## src/common/cbss_consts.vh

```
// Constants for the CPU bank, stack and status register block.
// Assumes inclusion by bare name from the design files; definitions only.
`ifndef CBSS_CONSTS_VH
`define CBSS_CONSTS_VH

// Data memory nibble addresses of the status word
`define CBSS_ADDR_PSW_LO 12'hfb0
`define CBSS_ADDR_PSW_HI 12'hfb1
// Nibble addresses chosen for stack pointer, stack bank and bank select
`define CBSS_ADDR_SP_LO 12'hf80
`define CBSS_ADDR_SP_HI 12'hf81
`define CBSS_ADDR_SBS 12'hf84
`define CBSS_ADDR_BS_LO 12'hf82
`define CBSS_ADDR_BS_HI 12'hf83

// Status word bit positions
`define CBSS_PSW_CY 7
`define CBSS_PSW_SK_HI 6
`define CBSS_PSW_SK_LO 4
`define CBSS_PSW_IST_HI 3
`define CBSS_PSW_IST_LO 2
`define CBSS_PSW_MBE 1
`define CBSS_PSW_RBE 0

// Vector byte bit positions for expand flags
`define CBSS_VEC_MBE 7
`define CBSS_VEC_RBE 6

// Nesting levels
`define CBSS_IST_NORMAL 2'h0
`define CBSS_IST_ONE 2'h1
`define CBSS_IST_TWO 2'h2
`define CBSS_IST_BAD 2'h3

// Allowed memory banks
`define CBSS_MB_0 4'h0
`define CBSS_MB_3 4'h3
`define CBSS_MB_15 4'hf

// Reset and helper values
`define CBSS_ZERO4 4'h0
`define CBSS_ZERO2 2'h0
`define CBSS_ZERO3 3'h0
`define CBSS_ZERO8 8'h00
`define CBSS_ZERO1 1'b0
`define CBSS_ONE8 8'h01
`define CBSS_PTR_INIT 8'h00

// Stack operation codes
`define CBSS_OP_NONE 3'h0
`define CBSS_OP_PUSH 3'h1
`define CBSS_OP_POP 3'h2
`define CBSS_OP_CALL 3'h3
`define CBSS_OP_RET 3'h4
`define CBSS_OP_INTA 3'h5
`define CBSS_OP_INTERRUPT_RETURN 3'h6

`endif

```

## src/logic/cbss_stack_addr.v

```verilog
// Stack pointer and stack address generator.
// Assumes one clock and a sequencer that issues at most one push or pop a cycle.
`default_nettype none
`include "cbss_consts.vh"

module cbss_stack_addr (
    input wire ref_clk,
    input wire rstn,
    input wire sp_wr_en,
    input wire [7:0] sp_wr_data,
    input wire push,
    input wire pop,
    input wire [1:0] stack_bank,
    output reg [7:0] stack_top_pointer,
    output wire [9:0] push_addr,
    output wire [9:0] pop_addr
);
    reg [7:0] sp_q;
    reg [7:0] sp_d;
    wire [7:0] sp_dec;

    // Eight-bit wrap keeps the stack inside its bank
    assign sp_dec = sp_q - `CBSS_ONE8;
    assign push_addr = {stack_bank, sp_dec};
    assign pop_addr = {stack_bank, sp_q};

    // Pre-decrement on save, post-increment on restore
    always @* begin
        sp_d = sp_q;
        if (sp_wr_en) begin
            sp_d = sp_wr_data;
        end else if (push) begin
            sp_d = sp_dec;
        end else if (pop) begin
            sp_d = sp_q + `CBSS_ONE8;
        end
    end

    // Reset loads 00H; software must still load it before use
    always @(posedge ref_clk or negedge rstn) begin
        if (!rstn) begin
            sp_q <= `CBSS_PTR_INIT;
        end else begin
            sp_q <= sp_d;
        end
    end

    always @* begin
        stack_top_pointer = sp_q;
    end
endmodule
`default_nettype wire

```

## src/logic/cbss_regs.v

```verilog
// CPU bank select, stack pointer and status word registers of a 4-bit core.
// Assumes the execution unit drives one stack op per cycle, in step with ref_clk,
// and supplies memory data for pops and vector bits for interrupt entry.
`default_nettype none
`include "cbss_consts.vh"

// Contract
// - Active register bank is expand flag ANDed with bank choice.
// - Registers usable as nibbles; BC, DE, HL, XA pairs; DL, DE, HL pointers.
// - Eight-bit stack top pointer holds the current LIFO stack address.
// - Two-bit stack bank choice picks memory bank 0 to 3.
// - Pointer decrements before each save and increments after each restore.
// - Stack bank choice written as nibble; upper two bits read zero.
// - Pointer at 00H makes next save use address nFFH.
// - Stack addressing wraps inside the selected bank.
// - Pointer and stack bank undefined after reset; software initialises them. Reset here clears both to zero.
// - Calls save only the two expand flags; returns restore only them.
// - Interrupt entry saves whole status word; interrupt return restores it.
// - Status word sits at FB0H and FB1H; FB0H nibble memory-accessible.
// - Carry holds add/subtract carry and Boolean accumulator; reset undefined. Reset here clears it.
// - Nesting codes: 0 any, 1 higher only, 2 none, 3 never.
// - Interrupt entry saves nesting level then advances it one step.
// - With memory expand set, bank choice forms upper address nibble.
// - Memory expand loads bit 7 of reset or vector entry.
// - Register expand loads bit 6 of reset or vector entry.
// - Memory bank choice accepts 0-3 and 15 only; reset clears it.
// - Register bank choice takes 0 to 3; reset clears it.
// - Bank select pair pushes and pops as one byte.
module cbss_regs (
    input wire ref_clk,
    input wire rstn,
    // Data memory manipulation access
    input wire mem_wr,
    input wire [11:0] mem_addr,
    input wire [3:0] mem_wdata,
    output reg [3:0] mem_rdata,
    output reg mem_hit,
    // Vector byte for reset and interrupt entry
    input wire boot_load,
    input wire [7:0] vector_byte,
    // Bank select instructions
    input wire sel_mb,
    input wire sel_rb,
    input wire [3:0] sel_value,
    // Carry and skip updates from the ALU
    input wire carry_wr,
    input wire carry_in,
    input wire skip_wr,
    input wire [2:0] skip_in,
    // Stack operation request
    input wire [2:0] stack_op,
    input wire [7:0] stack_pop_data,
    output reg [7:0] stack_push_data,
    output wire [9:0] stack_push_addr,
    output wire [9:0] stack_pop_addr,
    // Register file pointers
    input wire [2:0] reg_sel,
    input wire [1:0] pair_sel,
    output wire [1:0] active_register_bank,
    output wire [4:0] reg_nibble_addr,
    output wire [4:0] pair_even_addr,
    output wire [4:0] ptr_de_addr,
    output wire [4:0] ptr_hl_addr,
    output wire [4:0] ptr_dl_d_addr,
    output wire [4:0] ptr_dl_l_addr,
    // Address and status views
    input wire [7:0] data_offset,
    output wire [11:0] data_address,
    output wire [1:0] nesting_level,
    output wire carry_bit,
    output wire [7:0] stack_top_pointer,
    output wire [1:0] stack_bank
);
    // Status word fields and bank state
    reg carry_q;
    reg [2:0] skip_q;
    reg [1:0] ist_q;
    reg mbe_q;
    reg rbe_q;
    reg [3:0] mbs_q;
    reg [1:0] rbs_q;
    reg [1:0] sbs_q;
    wire [7:0] processor_flags_word;
    wire [7:0] bs_pair;
    wire push_any;
    wire pop_any;
    wire sp_wr_en;
    reg [7:0] sp_wr_data;

    // Register numbers within a bank, order B C D E H L X A
    localparam [2:0] RN_D = 3'h2;
    localparam [2:0] RN_E = 3'h3;
    localparam [2:0] RN_H = 3'h4;
    localparam [2:0] RN_L = 3'h5;

    // Nibble address of register n in the active bank
    function [4:0] reg_addr;
        input [1:0] bank;
        input [2:0] n;
        begin
            reg_addr = {bank, n};
        end
    endfunction

    // Only banks 0..3 and 15 are legal memory banks
    function mb_legal;
        input [3:0] v;
        begin
            mb_legal = (v <= `CBSS_MB_3) || (v == `CBSS_MB_15);
        end
    endfunction

    // One step up the nesting ladder; level 2 is the ceiling, 3 never made
    function [1:0] ist_next;
        input [1:0] v;
        begin
            case (v)
                `CBSS_IST_NORMAL: ist_next = `CBSS_IST_ONE;
                `CBSS_IST_ONE: ist_next = `CBSS_IST_TWO;
                default: ist_next = `CBSS_IST_TWO;
            endcase
        end
    endfunction

    assign processor_flags_word = {carry_q, skip_q, ist_q, mbe_q, rbe_q};
    assign bs_pair = {mbs_q, `CBSS_ZERO2, rbs_q};
    assign push_any = (stack_op == `CBSS_OP_PUSH) || (stack_op == `CBSS_OP_CALL) ||
        (stack_op == `CBSS_OP_INTA);
    assign pop_any = (stack_op == `CBSS_OP_POP) || (stack_op == `CBSS_OP_RET) ||
        (stack_op == `CBSS_OP_INTERRUPT_RETURN);

    // Active bank gating
    assign active_register_bank = rbs_q & {2{rbe_q}};
    assign reg_nibble_addr = reg_addr(active_register_bank, reg_sel);
    assign pair_even_addr = reg_addr(active_register_bank, {pair_sel, 1'b0});
    assign ptr_de_addr = reg_addr(active_register_bank, RN_D);
    assign ptr_hl_addr = reg_addr(active_register_bank, RN_H);
    assign ptr_dl_d_addr = reg_addr(active_register_bank, RN_D);
    assign ptr_dl_l_addr = reg_addr(active_register_bank, RN_L);

    // Fixed bank 0 when expansion off; full space via bank choice otherwise
    assign data_address = {(mbe_q ? mbs_q : `CBSS_ZERO4), data_offset};
    assign nesting_level = ist_q;
    assign carry_bit = carry_q;
    assign stack_bank = sbs_q;

    // Eight-bit pointer loads as two nibbles through memory writes
    assign sp_wr_en = mem_wr && ((mem_addr == `CBSS_ADDR_SP_LO) ||
        (mem_addr == `CBSS_ADDR_SP_HI));
    always @* begin
        sp_wr_data = stack_top_pointer;
        if (mem_addr == `CBSS_ADDR_SP_LO) begin
            sp_wr_data = {stack_top_pointer[7:4], mem_wdata};
        end else begin
            sp_wr_data = {mem_wdata, stack_top_pointer[3:0]};
        end
    end

    cbss_stack_addr u_stack (
        .ref_clk(ref_clk),
        .rstn(rstn),
        .sp_wr_en(sp_wr_en),
        .sp_wr_data(sp_wr_data),
        .push(push_any),
        .pop(pop_any),
        .stack_bank(sbs_q),
        .stack_top_pointer(stack_top_pointer),
        .push_addr(stack_push_addr),
        .pop_addr(stack_pop_addr)
    );

    // Byte offered to the stack for each kind of save
    always @* begin
        case (stack_op)
            `CBSS_OP_PUSH: stack_push_data = bs_pair;
            `CBSS_OP_CALL: stack_push_data = {6'h00, mbe_q, rbe_q};
            `CBSS_OP_INTA: stack_push_data = processor_flags_word;
            default: stack_push_data = `CBSS_ZERO8;
        endcase
    end

    // Memory-mapped read view; pair halves and status nibbles
    always @* begin
        mem_hit = 1'b1;
        case (mem_addr)
            `CBSS_ADDR_PSW_LO: mem_rdata = processor_flags_word[3:0];
            `CBSS_ADDR_PSW_HI: mem_rdata = processor_flags_word[7:4];
            `CBSS_ADDR_SP_LO: mem_rdata = stack_top_pointer[3:0];
            `CBSS_ADDR_SP_HI: mem_rdata = stack_top_pointer[7:4];
            `CBSS_ADDR_SBS: mem_rdata = {`CBSS_ZERO2, sbs_q};
            `CBSS_ADDR_BS_LO: mem_rdata = bs_pair[3:0];
            `CBSS_ADDR_BS_HI: mem_rdata = bs_pair[7:4];
            default: begin
                mem_rdata = `CBSS_ZERO4;
                mem_hit = 1'b0;
            end
        endcase
    end

    // Stack bank: only the low two bits are held
    // Reset clears it to bank 0; software sets it first
    always @(posedge ref_clk or negedge rstn) begin
        if (!rstn) begin
            sbs_q <= `CBSS_ZERO2;
        end else if (mem_wr && mem_addr == `CBSS_ADDR_SBS) begin
            sbs_q <= mem_wdata[1:0];
        end
    end

    // Bank choices; illegal memory banks are refused and leave the old value
    always @(posedge ref_clk or negedge rstn) begin
        if (!rstn) begin
            mbs_q <= `CBSS_ZERO4;
            rbs_q <= `CBSS_ZERO2;
        end else if (stack_op == `CBSS_OP_POP) begin
            if (mb_legal(stack_pop_data[7:4])) begin
                mbs_q <= stack_pop_data[7:4];
            end
            rbs_q <= stack_pop_data[1:0];
        end else begin
            if (sel_mb && mb_legal(sel_value)) begin
                mbs_q <= sel_value;
            end
            if (sel_rb) begin
                rbs_q <= sel_value[1:0];
            end
        end
    end

    // Carry: interrupt return restores it and outranks ALU updates in the same cycle
    // Reset value arbitrary in the architecture; cleared here for determinism
    always @(posedge ref_clk or negedge rstn) begin
        if (!rstn) begin
            carry_q <= `CBSS_ZERO1;
            skip_q <= `CBSS_ZERO3;
        end else if (stack_op == `CBSS_OP_INTERRUPT_RETURN) begin
            carry_q <= stack_pop_data[`CBSS_PSW_CY];
            skip_q <= stack_pop_data[`CBSS_PSW_SK_HI:`CBSS_PSW_SK_LO];
        end else begin
            if (carry_wr) begin
                carry_q <= carry_in;
            end
            if (skip_wr) begin
                skip_q <= skip_in;
            end
        end
    end

    // Nesting level and expand flags; a code of 3 written by software is
    // dropped, but interrupt return loads any code. Writers mask interrupts
    always @(posedge ref_clk or negedge rstn) begin
        if (!rstn) begin
            ist_q <= `CBSS_IST_NORMAL;
            mbe_q <= `CBSS_ZERO1;
            rbe_q <= `CBSS_ZERO1;
        end else if (boot_load) begin
            mbe_q <= vector_byte[`CBSS_VEC_MBE];
            rbe_q <= vector_byte[`CBSS_VEC_RBE];
        end else begin
            case (stack_op)
                `CBSS_OP_INTA: begin
                    ist_q <= ist_next(ist_q);
                    mbe_q <= vector_byte[`CBSS_VEC_MBE];
                    rbe_q <= vector_byte[`CBSS_VEC_RBE];
                end
                `CBSS_OP_INTERRUPT_RETURN: begin
                    ist_q <= stack_pop_data[`CBSS_PSW_IST_HI:`CBSS_PSW_IST_LO];
                    mbe_q <= stack_pop_data[`CBSS_PSW_MBE];
                    rbe_q <= stack_pop_data[`CBSS_PSW_RBE];
                end
                `CBSS_OP_RET: begin
                    mbe_q <= stack_pop_data[`CBSS_PSW_MBE];
                    rbe_q <= stack_pop_data[`CBSS_PSW_RBE];
                end
                default: begin
                    if (mem_wr && mem_addr == `CBSS_ADDR_PSW_LO) begin
                        if (mem_wdata[3:2] != `CBSS_IST_BAD) begin
                            ist_q <= mem_wdata[3:2];
                        end
                        mbe_q <= mem_wdata[`CBSS_PSW_MBE];
                        rbe_q <= mem_wdata[`CBSS_PSW_RBE];
                    end
                end
            endcase
        end
    end
endmodule
`default_nettype wire

```

## config.mk

```make
export PLATFORM = sky130hd
export DESIGN_NAME = cbss_regs
export DESIGN_NICKNAME = d
export VERILOG_FILES = /design/src/logic/cbss_stack_addr.v /design/src/logic/cbss_regs.v
export VERILOG_INCLUDE_DIRS = /design/src /design/src/common
export SDC_FILE = /design/constraint.sdc
export NUM_CORES = 1
export LEC_CHECK = 0
export BUFFER_PORTS_ARGS = -buffer_cell sky130_fd_sc_hd__clkbuf_2
export CORE_MARGIN = 5
export CORE_UTILIZATION = 44
export CTS_BUF_LIST = sky130_fd_sc_hd__clkbuf_4 sky130_fd_sc_hd__clkbuf_8
export DETAILED_ROUTE_END_ITERATION = 8
export PLACE_DENSITY = 0.81
export SETUP_SLACK_MARGIN = 0.5
export SLEW_MARGIN = 30
export SYNTH_ARGS = -nofsm -noshare
export SYNTH_HDL_FRONTEND = slang
export SYNTH_SLANG_ARGS = --single-unit
export TNS_END_PERCENT = 100
```

## constraint.sdc

```tcl
create_clock -name ref_clk -period 3.1 [get_ports ref_clk]
set_input_delay 0.155 -clock ref_clk [delete_from_list [all_inputs] [get_ports ref_clk]]
set_output_delay 0.155 -clock ref_clk [all_outputs]
set_load 0.02 [all_outputs]
```

# ---- After elaboration in Yosys (flattened, before gate mapping)
# Cells that the tools add are included.
dict set report word_totals {
  word_cells 89
  ff_bits 24
}
dict set report op_classes {
  n_eq_ne 19
  muxes 27
  n_lt_le_gt_ge 2
  n_addsub 2
  bitwise_logic 3
  n_reduce_logical 26
}
# operator n
set ops {}
lappend ops {{== test 12 bit (second input constant)} 7}
lappend ops {{2-to-1 mux 8 bit} 4}
lappend ops {{case mux 4 bit (7 select lines)} 1}
lappend ops {{case mux 8 bit (3 select lines)} 1}
lappend ops {{2-to-1 mux 4 bit} 4}
lappend ops {{2-to-1 mux 2 bit} 5}
lappend ops {{== test 3 bit (second input constant)} 3}
lappend ops {{nonzero test 3 bit} 3}
lappend ops {{adder 8 x 1 -> 8 bit (second input constant)} 1}
lappend ops {{== test 4 bit (second input constant)} 2}
lappend ops {{less-or-equal comparator 4 x 2 -> 1 bit (second input constant)} 2}
lappend ops {{nonzero test 2 bit} 4}
lappend ops {{subtractor 8 x 1 -> 8 bit (second input constant)} 1}
lappend ops {{logical OR 1 bit} 7}
lappend ops {{2-to-1 mux 1 bit} 7}
lappend ops {{OR reduction 7 bit} 1}
lappend ops {{== test 3 x 2 -> 1 bit (second input constant)} 2}
lappend ops {{2-to-1 mux 3 bit} 2}
lappend ops {{case mux 2 bit (3 select lines)} 1}
lappend ops {{AND reduction 2 bit} 3}
lappend ops {{logical AND 1 bit} 4}
lappend ops {{inequality test 2 x 1 -> 1 bit (second input constant)} 2}
lappend ops {{inequality test 2 bit (second input constant)} 2}
lappend ops {{case mux 1 bit (2 select lines)} 2}
lappend ops {{7 further kinds} 8}

# ---- Logic depth before layout (Yosys ltp)
# Gate-level depths: netlist (run 1).
dict set report logic_depth {
  depth_word 6
  depth_mapped 7
}

# ---- Cells and area by module
# A second synthesis (run 1) with hierarchy kept.
dict set report unflattened {
  cells_unflattened 322
  hier_area_um2 2615.0
}
# module area_each_um2 n_inst cells_each
set by_module_without_submodules {}
lappend by_module_without_submodules {cbss_regs 1840.5 1 231}
lappend by_module_without_submodules {cbss_stack_addr 774.5 1 91}

# ---- Worst setup path after synthesis (run 1)
# Ideal clock, no wire load.
dict set report synth_timing {
  path_type {reg2reg}
  from {reg u_stack.sp_q[0] (netlist: u_stack.stack_top_pointer[0])}
  to {reg u_stack.sp_q[2] (netlist: u_stack.stack_top_pointer[2])}
  setup_time_ns 0.123
  arrival_time_ns 1.813
  period_less_slack_ns 1.936
  stages_incl_launch_ff 6
  slack_ns 1.164
  cell_sequence {dfrtp_1 > inv_1 > ha_1 > mux2_2 > mux2_1 > o221a_1}
}
dict set report synth_between {
  elab_chain_cells 4
}
# element line_no
set synth_rtl {}
lappend synth_rtl {{start, declared} cbss_stack_addr.v:18} ;# reg [7:0] sp_q;
lappend synth_rtl {{start signal, assigned} cbss_stack_addr.v:42} ;# sp_q <= `CBSS_PTR_INIT;
lappend synth_rtl {{start signal, assigned} cbss_stack_addr.v:44} ;# sp_q <= sp_d;
lappend synth_rtl {{adder 8 x 1 -> 8 bit (no line)} n/a}
lappend synth_rtl {{2-to-1 mux 8 bit} cbss_stack_addr.v:34} ;# end else if (pop) begin
lappend synth_rtl {{2-to-1 mux 8 bit (*)} cbss_stack_addr.v:32} ;# end else if (push) begin
lappend synth_rtl {{2-to-1 mux 8 bit (*)} cbss_stack_addr.v:30} ;# if (sp_wr_en) begin
# Mark *: on every way between the ends. The rest lies on a longest branch, timed or not. The select of a mux whose other input is x is not followed.
# A chain may end at the register's enable or synchronous reset.

# ---- Final worst setup path (run 1)
dict set report layout_timing {
  from {reg u_stack.sp_q[2] (netlist: u_stack.stack_top_pointer[2])}
  to {out stack_push_addr[6]}
}
dict set report layout_between {
  elab_chain_cells 1
}
# element line_no
set layout_rtl {}
lappend layout_rtl {{subtractor 8 x 1 -> 8 bit (no line)} n/a}
lappend layout_rtl {{end, declared} cbss_regs.v:54} ;# output wire [9:0] stack_push_addr,
# No other way between the ends.

==> results.md, run 1 <==
* Status: finished, final reports clean
* Die area at 7490 µm²
* P per Cell Area at 647 nW/µm²
* Placed instance area at 2790 µm²
* Worst-path clk slew at 0.09 ns
* Crit Path Class: register to output port
* Largest net degree at the start of global routing at 25
* Post-synth cell types at 59
* Clock skew at 0.000442 ns
* Critical path startpoint: u_stack.stack_top_pointer[2]
* Fmax at 0.508 GHz
* # clock sinks at 24
* Worst setup SP type: register
* Vias per cell at 5.57
* Vias in the first global route at 2,384
* H-tree depth at 1
* Register-to-register setup slack at 1.22 ns
* Area leader, netlist: dfrtp_1
* Min cycle time layout at 1.97 ns
* Ys flop type: dfrtp_1
* Avg WL per Cell at 15.7 µm
* Final period utilization at 0.635
* Clock Latency Late Sink at 0.26 ns
* Sequential area share after synthesis at 0.233
* Final Instance Area at 2850 µm²
* Worst Hold Class: input port to register
* Post-synthesis average cell area at 8.13 µm²
* Path depth of the worst reg2reg path at 5
* Initial antenna violation count at 0
* Chip Width at 86.6 µm
* Critical Path RT at 2.94 ns
* Worst setup path endpoint: stack_push_addr[6]
* Max Cap Viol at 0
* Nets at 444
* Total grt overflow at 0
* Gr usage total at 0.184
* Worst R2R Start: u_stack.stack_top_pointer[0]
* DPL Wire Length at 5.66 mm
* CTS Buf Count at 3
* Crit path max fanout at 14
* Worst Tran Pin Value at 0.617 ns
* Worst EP arrival at 1.81 ns
* Mapped Cells at 317
* TNS Setup at 0 ns
* Setup ws final at 1.13 ns
* Non-Filler Instances at 449
* Synthesized flop and latch total at 24
* Routed vias at 2,501
* DRT Pass-1 Iters at 4
* Synth-to-layout area growth at 10.7%
* Core area at 5610 µm²
* CTS tree: built
* Most common cell in the synthesized netlist: buf_4
* First-pass GRT wire length at 11.3 mm
* Site Rows at 27
* Io pins at 154
* Setup bufs post-CTS at 0
* Critical path capture point type: output port
* Cts repair resizes at 0
* Maximum vdd drop at 0.569 mV
* Final WL at 7.04 mm
* Post-Syn Area at 2580 µm²
* GP Congestion at 0.856
* Top cells by area, synth: dfrtp_1 (23%), buf_4 (15%), mux2i_1 (7.4%)
* Hold buffers post-CTS at 1
* Remaining DRCs at 0
* EDFF count, synth at 0
* Cell leakage power at 1.41 nW
* Layout cells sized above 1 at 0.353
* Power Total at 1.85 mW
* N_diodes at 0
* Placed Cells at 444
* Top-area cell type share of the netlist area at 0.233
* Setup WS pre-CTS at 1.11 ns
* Max-slew headroom at 0.589
* Iter 0 DRT Violations at 104
* RSZ-0062 raised after global routing: no
* Maximum buffer depth of the clock tree at 2
* Final hold violation count at 0
* Number of I/O port buffers at 108
* Initial Util at 0.460
* Final Max Tran Viols at 0
* Die height at 86.6 µm
* Yosys warns at 0
* DRT antenna net count at 0
* Root Buffer: clkbuf_8
* Reg2reg end: u_stack.stack_top_pointer[2]
* Setup violators final at 0
* Post-synth top cells: buf_4 (50), nor2_1 (28), nand2_1 (25)
* Asr flop ratio synth at 1.00
[per-stage QoR]
stage | hold WS (ns) | utilization
after detailed placement | 0.196 | 0.497
final | 0.158 | 0.509
after floorplan | -0.141 | -
after CTS | 0.153 | 0.509
after global routing | 0.160 | 0.509
after global placement | 0.187 | 0.497
[cell usage in the layout, fill, tap and decap left out, types with 5 or more instances in the layout]
master,n
clkbuf_2,108
nor2_1,28
nand2_1,25
dfrtp_1,24
mux2i_1,19
o21ai_0,18
conb_1,13
nor3_1,12
inv_1,12
a22oi_1,9
nand3_1,8
a21oi_1,8
mux2_2,8
and2_1,7
xor2_1,6
nand4_1,5
nor4_1,5
xnor2_1,5
[cell families after synthesis]
logic type,after synthesis,share of synthesized area
AO/OA/AOI/OAI,61,0.167
XOR/XNOR,11,0.0374
adder cells (fa/ha/maj),2,0.00970
buffers and inverters,76,0.197
flip-flops,24,0.233
multiplexers,30,0.122
other,2,0.00291
AND/OR/NAND/NOR,111,0.231
[worst min path at each step]
stage / from / slack [ns] / to / cells past startpoint
after floorplan: rstn / -0.14 / carry_bit / 0
final: stack_pop_data[1] / 0.16 / rbs_q[1] / 3
after global routing: stack_pop_data[0] / 0.16 / rbs_q[0] / 3
after global placement: rstn / 0.19 / carry_bit / 1
after CTS: stack_pop_data[1] / 0.15 / rbs_q[1] / 3
after detailed placement: rstn / 0.20 / carry_bit / 1
[worst max-delay path: stages, from the launching register on]
cell	delay, ns
dfrtp_1	0.54
nor4_1	0.52
nand2_1	0.13
xnor2_1	0.16
clkbuf_2	0.19
[final cells by class]
cell class | count | area, µm²
Inverter | 12 | 45.0
Clock buffer | 4 | 55.1
Sequential cell | 24 | 601
Fill cell | 533 | 2750
Timing Repair Buffer | 109 | 551
Tap cell | 72 | 90.1
Multi-Input combinational cell | 228 | 1510
[sequential cells by signal (all words and copies together), names as in the netlist]
name / count
mbs_q: 4
rbe_q: 1
rbs_q: 2
mbe_q: 1
u_stack.stack_top_pointer: 8
stack_bank: 2
carry_bit: 1
nesting_level: 2
skip_q: 3
[power by group]
group          total [mW]  switching (mW)  internal (mW)
Combinational        1.04           0.653          0.389
Sequential          0.589           0.191          0.398
Clock               0.215           0.101          0.113
[layer usage]
layer,vias up,routed length (µm),track usage
met5,-,0,0
met2,152,3320,0.308
li1,1189,-,-
met4,0,81,0.0439
met1,1152,2920,0.245
met3,8,714,0.0323
Power figures use the tool's default switching activity.
==> run 2: changes to the inputs <==
--- a/config.mk
+++ b/config.mk
@@ -8,10 +8,10 @@
 export LEC_CHECK = 0
 export BUFFER_PORTS_ARGS = -buffer_cell sky130_fd_sc_hd__clkbuf_2
 export CORE_MARGIN = 5
-export CORE_UTILIZATION = 44
+export CORE_UTILIZATION = 41
 export CTS_BUF_LIST = sky130_fd_sc_hd__clkbuf_4 sky130_fd_sc_hd__clkbuf_8
 export DETAILED_ROUTE_END_ITERATION = 8
-export PLACE_DENSITY = 0.81
+export PLACE_DENSITY = 0.79
 export SETUP_SLACK_MARGIN = 0.5
 export SLEW_MARGIN = 30
 export SYNTH_ARGS = -nofsm -noshare
==> constraint.sdc (replaced) <==
create_clock -name ref_clk -period 1.7 [get_ports ref_clk]
set_input_delay 0.085 -clock ref_clk [delete_from_list [all_inputs] [get_ports ref_clk]]
set_output_delay 0.085 -clock ref_clk [all_outputs]
set_load 0.02 [all_outputs]
==> results.md, run 2 (synthesis results as in run 1) <==
* Final WL at 9.11 mm (was 7.04 mm)
* Multi-input gate area at 1870 µm² (was 1510 µm²)
* RSZ-0062 raised after global routing: yes (was no)
* Crit path max fanout at 4 (was 14)
* Non-Filler Instances at 515 (was 449)
* Violated checks: negative setup slack
* Power Total at 5.27 mW (was 1.85 mW)
* Core area at 6030 µm² (was 5610 µm²)
* Worst setup SP type: register (unchanged)
* H-tree depth at 1 (unchanged)
* Final Instance Area at 4110 µm² (was 2850 µm²)
* Worst Hold Class: input port to register (unchanged)
* Worst EP arrival at 1.64 ns (was 1.81 ns)
* Routed vias at 2,792 (was 2,501)
* Gr usage total at 0.208 (was 0.184)
* Min cycle time layout at 1.73 ns
* Placed instance area at 3070 µm² (was 2790 µm²)
* Worst Tran Pin Value at 0.674 ns (was 0.617 ns)
* Final period utilization at 1.02
* Remaining DRCs at 0 (unchanged)
* Reg area at 613 µm² (was 601 µm²)
* Hold depth at 3 (unchanged)
* Vias per cell at 5.42 (was 5.57)
* Status: finished with violations (was finished, final reports clean)
* Initial Util at 0.428 (was 0.460)
* Register-to-register setup slack at -0.01 ns (was 1.22 ns)
* Reg2reg end: u_stack.stack_top_pointer[6] (was u_stack.stack_top_pointer[2])
* Vias in the first global route at 2,697 (was 2,384)
* Placed Cells at 466 (was 444)
* Number of I/O port buffers at 108 (unchanged)
* Hold EP: rbs_q[1] (unchanged)
* CTS tree: built (unchanged)
* DPL Wire Length at 6.15 mm (was 5.66 mm)
* DRT Pass-1 Iters at 4 (unchanged)
* Synth-to-layout area growth at 59.4% (was 10.7%)
* GP Congestion at 0.930 (was 0.856)
* Max reg flops at 8 (unchanged)
* CTS Buf Count at 3 (unchanged)
* Path depth of the worst reg2reg path at 8 (was 5)
* Max Cap Viol at 0 (unchanged)
* First-pass GRT wire length at 12.9 mm (was 11.3 mm)
* Fmax at 0.578 GHz
* Setup violators final at 3 (was 0)
* Critical path capture point type: output port (unchanged)
* Avg WL per Cell at 17.7 µm (was 15.7 µm)
* Worst R2R Start: u_stack.stack_top_pointer[4] (was u_stack.stack_top_pointer[0])
* P per Cell Area at 1280 nW/µm² (was 647 nW/µm²)
* Final Max Tran Viols at 0 (unchanged)
* N_diodes at 0 (unchanged)
* Total grt overflow at 0 (unchanged)
* Die area at 7980 µm² (was 7490 µm²)
* Min-delay src: stack_pop_data[1] (unchanged)
* Initial antenna violation count at 0 (unchanged)
* Worst-path clk slew at 0.09 ns (about the same)
* # clock sinks at 24 (unchanged)
* WHS at 0.0751 ns (was 0.158 ns)
* Setup ws final at -0.0289 ns (was 1.13 ns)
* Final hold violation count at 0 (unchanged)
* Filler cells at 472 (was 533)
* Cell leakage power at 1.96 nW (was 1.41 nW)
* Commonest non-fill, non-tap cell in the layout: clkbuf_2 (unchanged)
* Max-slew headroom at 0.550 (was 0.589)
* Most frequent cells in the layout: clkbuf_2 (61), buf_6 (51), buf_4 (48) (was clkbuf_2 (108), nor2_1 (28), nand2_1 (25))
* Largest net degree at the start of global routing at 25 (unchanged)
* Clock Latency Late Sink at 0.27 ns (was 0.26 ns)
* Critical Path RT at 1.62 ns (was 2.94 ns)
* Root Buffer: clkbuf_8 (unchanged)
* Site Rows at 28 (was 27)
* Io pins at 154 (unchanged)
* Clock skew at 0.000616 ns (was 0.000442 ns)
* Maximum buffer depth of the clock tree at 2 (unchanged)
* DRT antenna net count at 0 (unchanged)
* Iter 0 DRT Violations at 126 (was 104)
* Chip Width at 89.3 µm (was 86.6 µm)
* Layout cells sized above 1 at 0.602 (was 0.353)
* Crit Path Class: register to output port (unchanged)
* Maximum vdd drop at 1.24 mV (was 0.569 mV)
* Die height at 89.3 µm (was 86.6 µm)
* Nets at 507 (was 444)
run 2: changes by cell type in the layout (fill, tap and decap cells not counted), moves of 10 or more:
cell	previous run	this run
dfrtp_2	0	10
buf_6	0	51
clkbuf_2	108	61
o21ai_0	18	8
dfrtp_1	24	14
buf_4	0	48
run 2: worst max path at each step:
| stage | cells past startpoint | slack, ns | to | from |
|---|---|---|---|---|
| after floorplan | 5 | 0.13 | u_stack.stack_top_pointer[2] | u_stack.stack_top_pointer[0] |
| after global placement | 5 | 0.13 | rbe_q | mem_addr[2] |
| after detailed placement | 5 | 0.11 | mbe_q | mem_addr[2] |
| after CTS | 6 | 0.03 | stack_push_addr[6] | u_stack.stack_top_pointer[2] |
| after global routing | 6 | -0.09 | stack_push_addr[6] | u_stack.stack_top_pointer[4] |
| final | 6 | -0.03 | stack_push_addr[6] | u_stack.stack_top_pointer[4] |
run 2: layer usage:
layer	share of wire	vias to the layer above	GRT usage
met4	0.021	0	0.0419
met1	0.39	1348	0.255
met3	0.052	20	0.0304
li1	-	1317	-
met5	0	-	0
met2	0.53	107	0.386
run 2: where the power goes:
part,switching (mW),internal [mW]
clock,0.199,0.315
combinational,1.86,1.88
sequential,0.266,0.748
run 2: area by class of cell:
cell class              instances  share of cell area
repair buffers                172               0.343
well taps                      75              0.0228
inverters                      12              0.0131
clock buffers                   3              0.0100
clock inverters                 1             0.00730
multi-input cells             228               0.454
flip-flops and latches         24               0.149
run 2: worst max-delay path: stages, from the launching register on:
cell	delay (ns)
dfrtp_2	0.42
buf_6	0.13
nor4_4	0.28
buf_4	0.18
nand2_4	0.05
xnor2_2	0.14
clkbuf_8	0.16
run 2: repair_timing:
action | 4_1_cts | 5_1_grt
setup endpoints to repair | 41 | 59
hold buffers | 1 | 0
pin swaps | 29 | 23
buffers inserted | 30 | 14
hold endpoints to repair | 24 | 0
resized for setup | 66 | 157
run 2: metrics by stage:
step / setup WS, ns / util / TNS (ns)
after global placement: 0.133 / 0.510 / 0
after global routing: -0.0895 / 0.682 / -0.288
after detailed placement: 0.106 / 0.510 / 0
after CTS: 0.0315 / 0.599 / 0
final: -0.0289 / 0.682 / -0.0432
after floorplan: 0.132 / - / 0
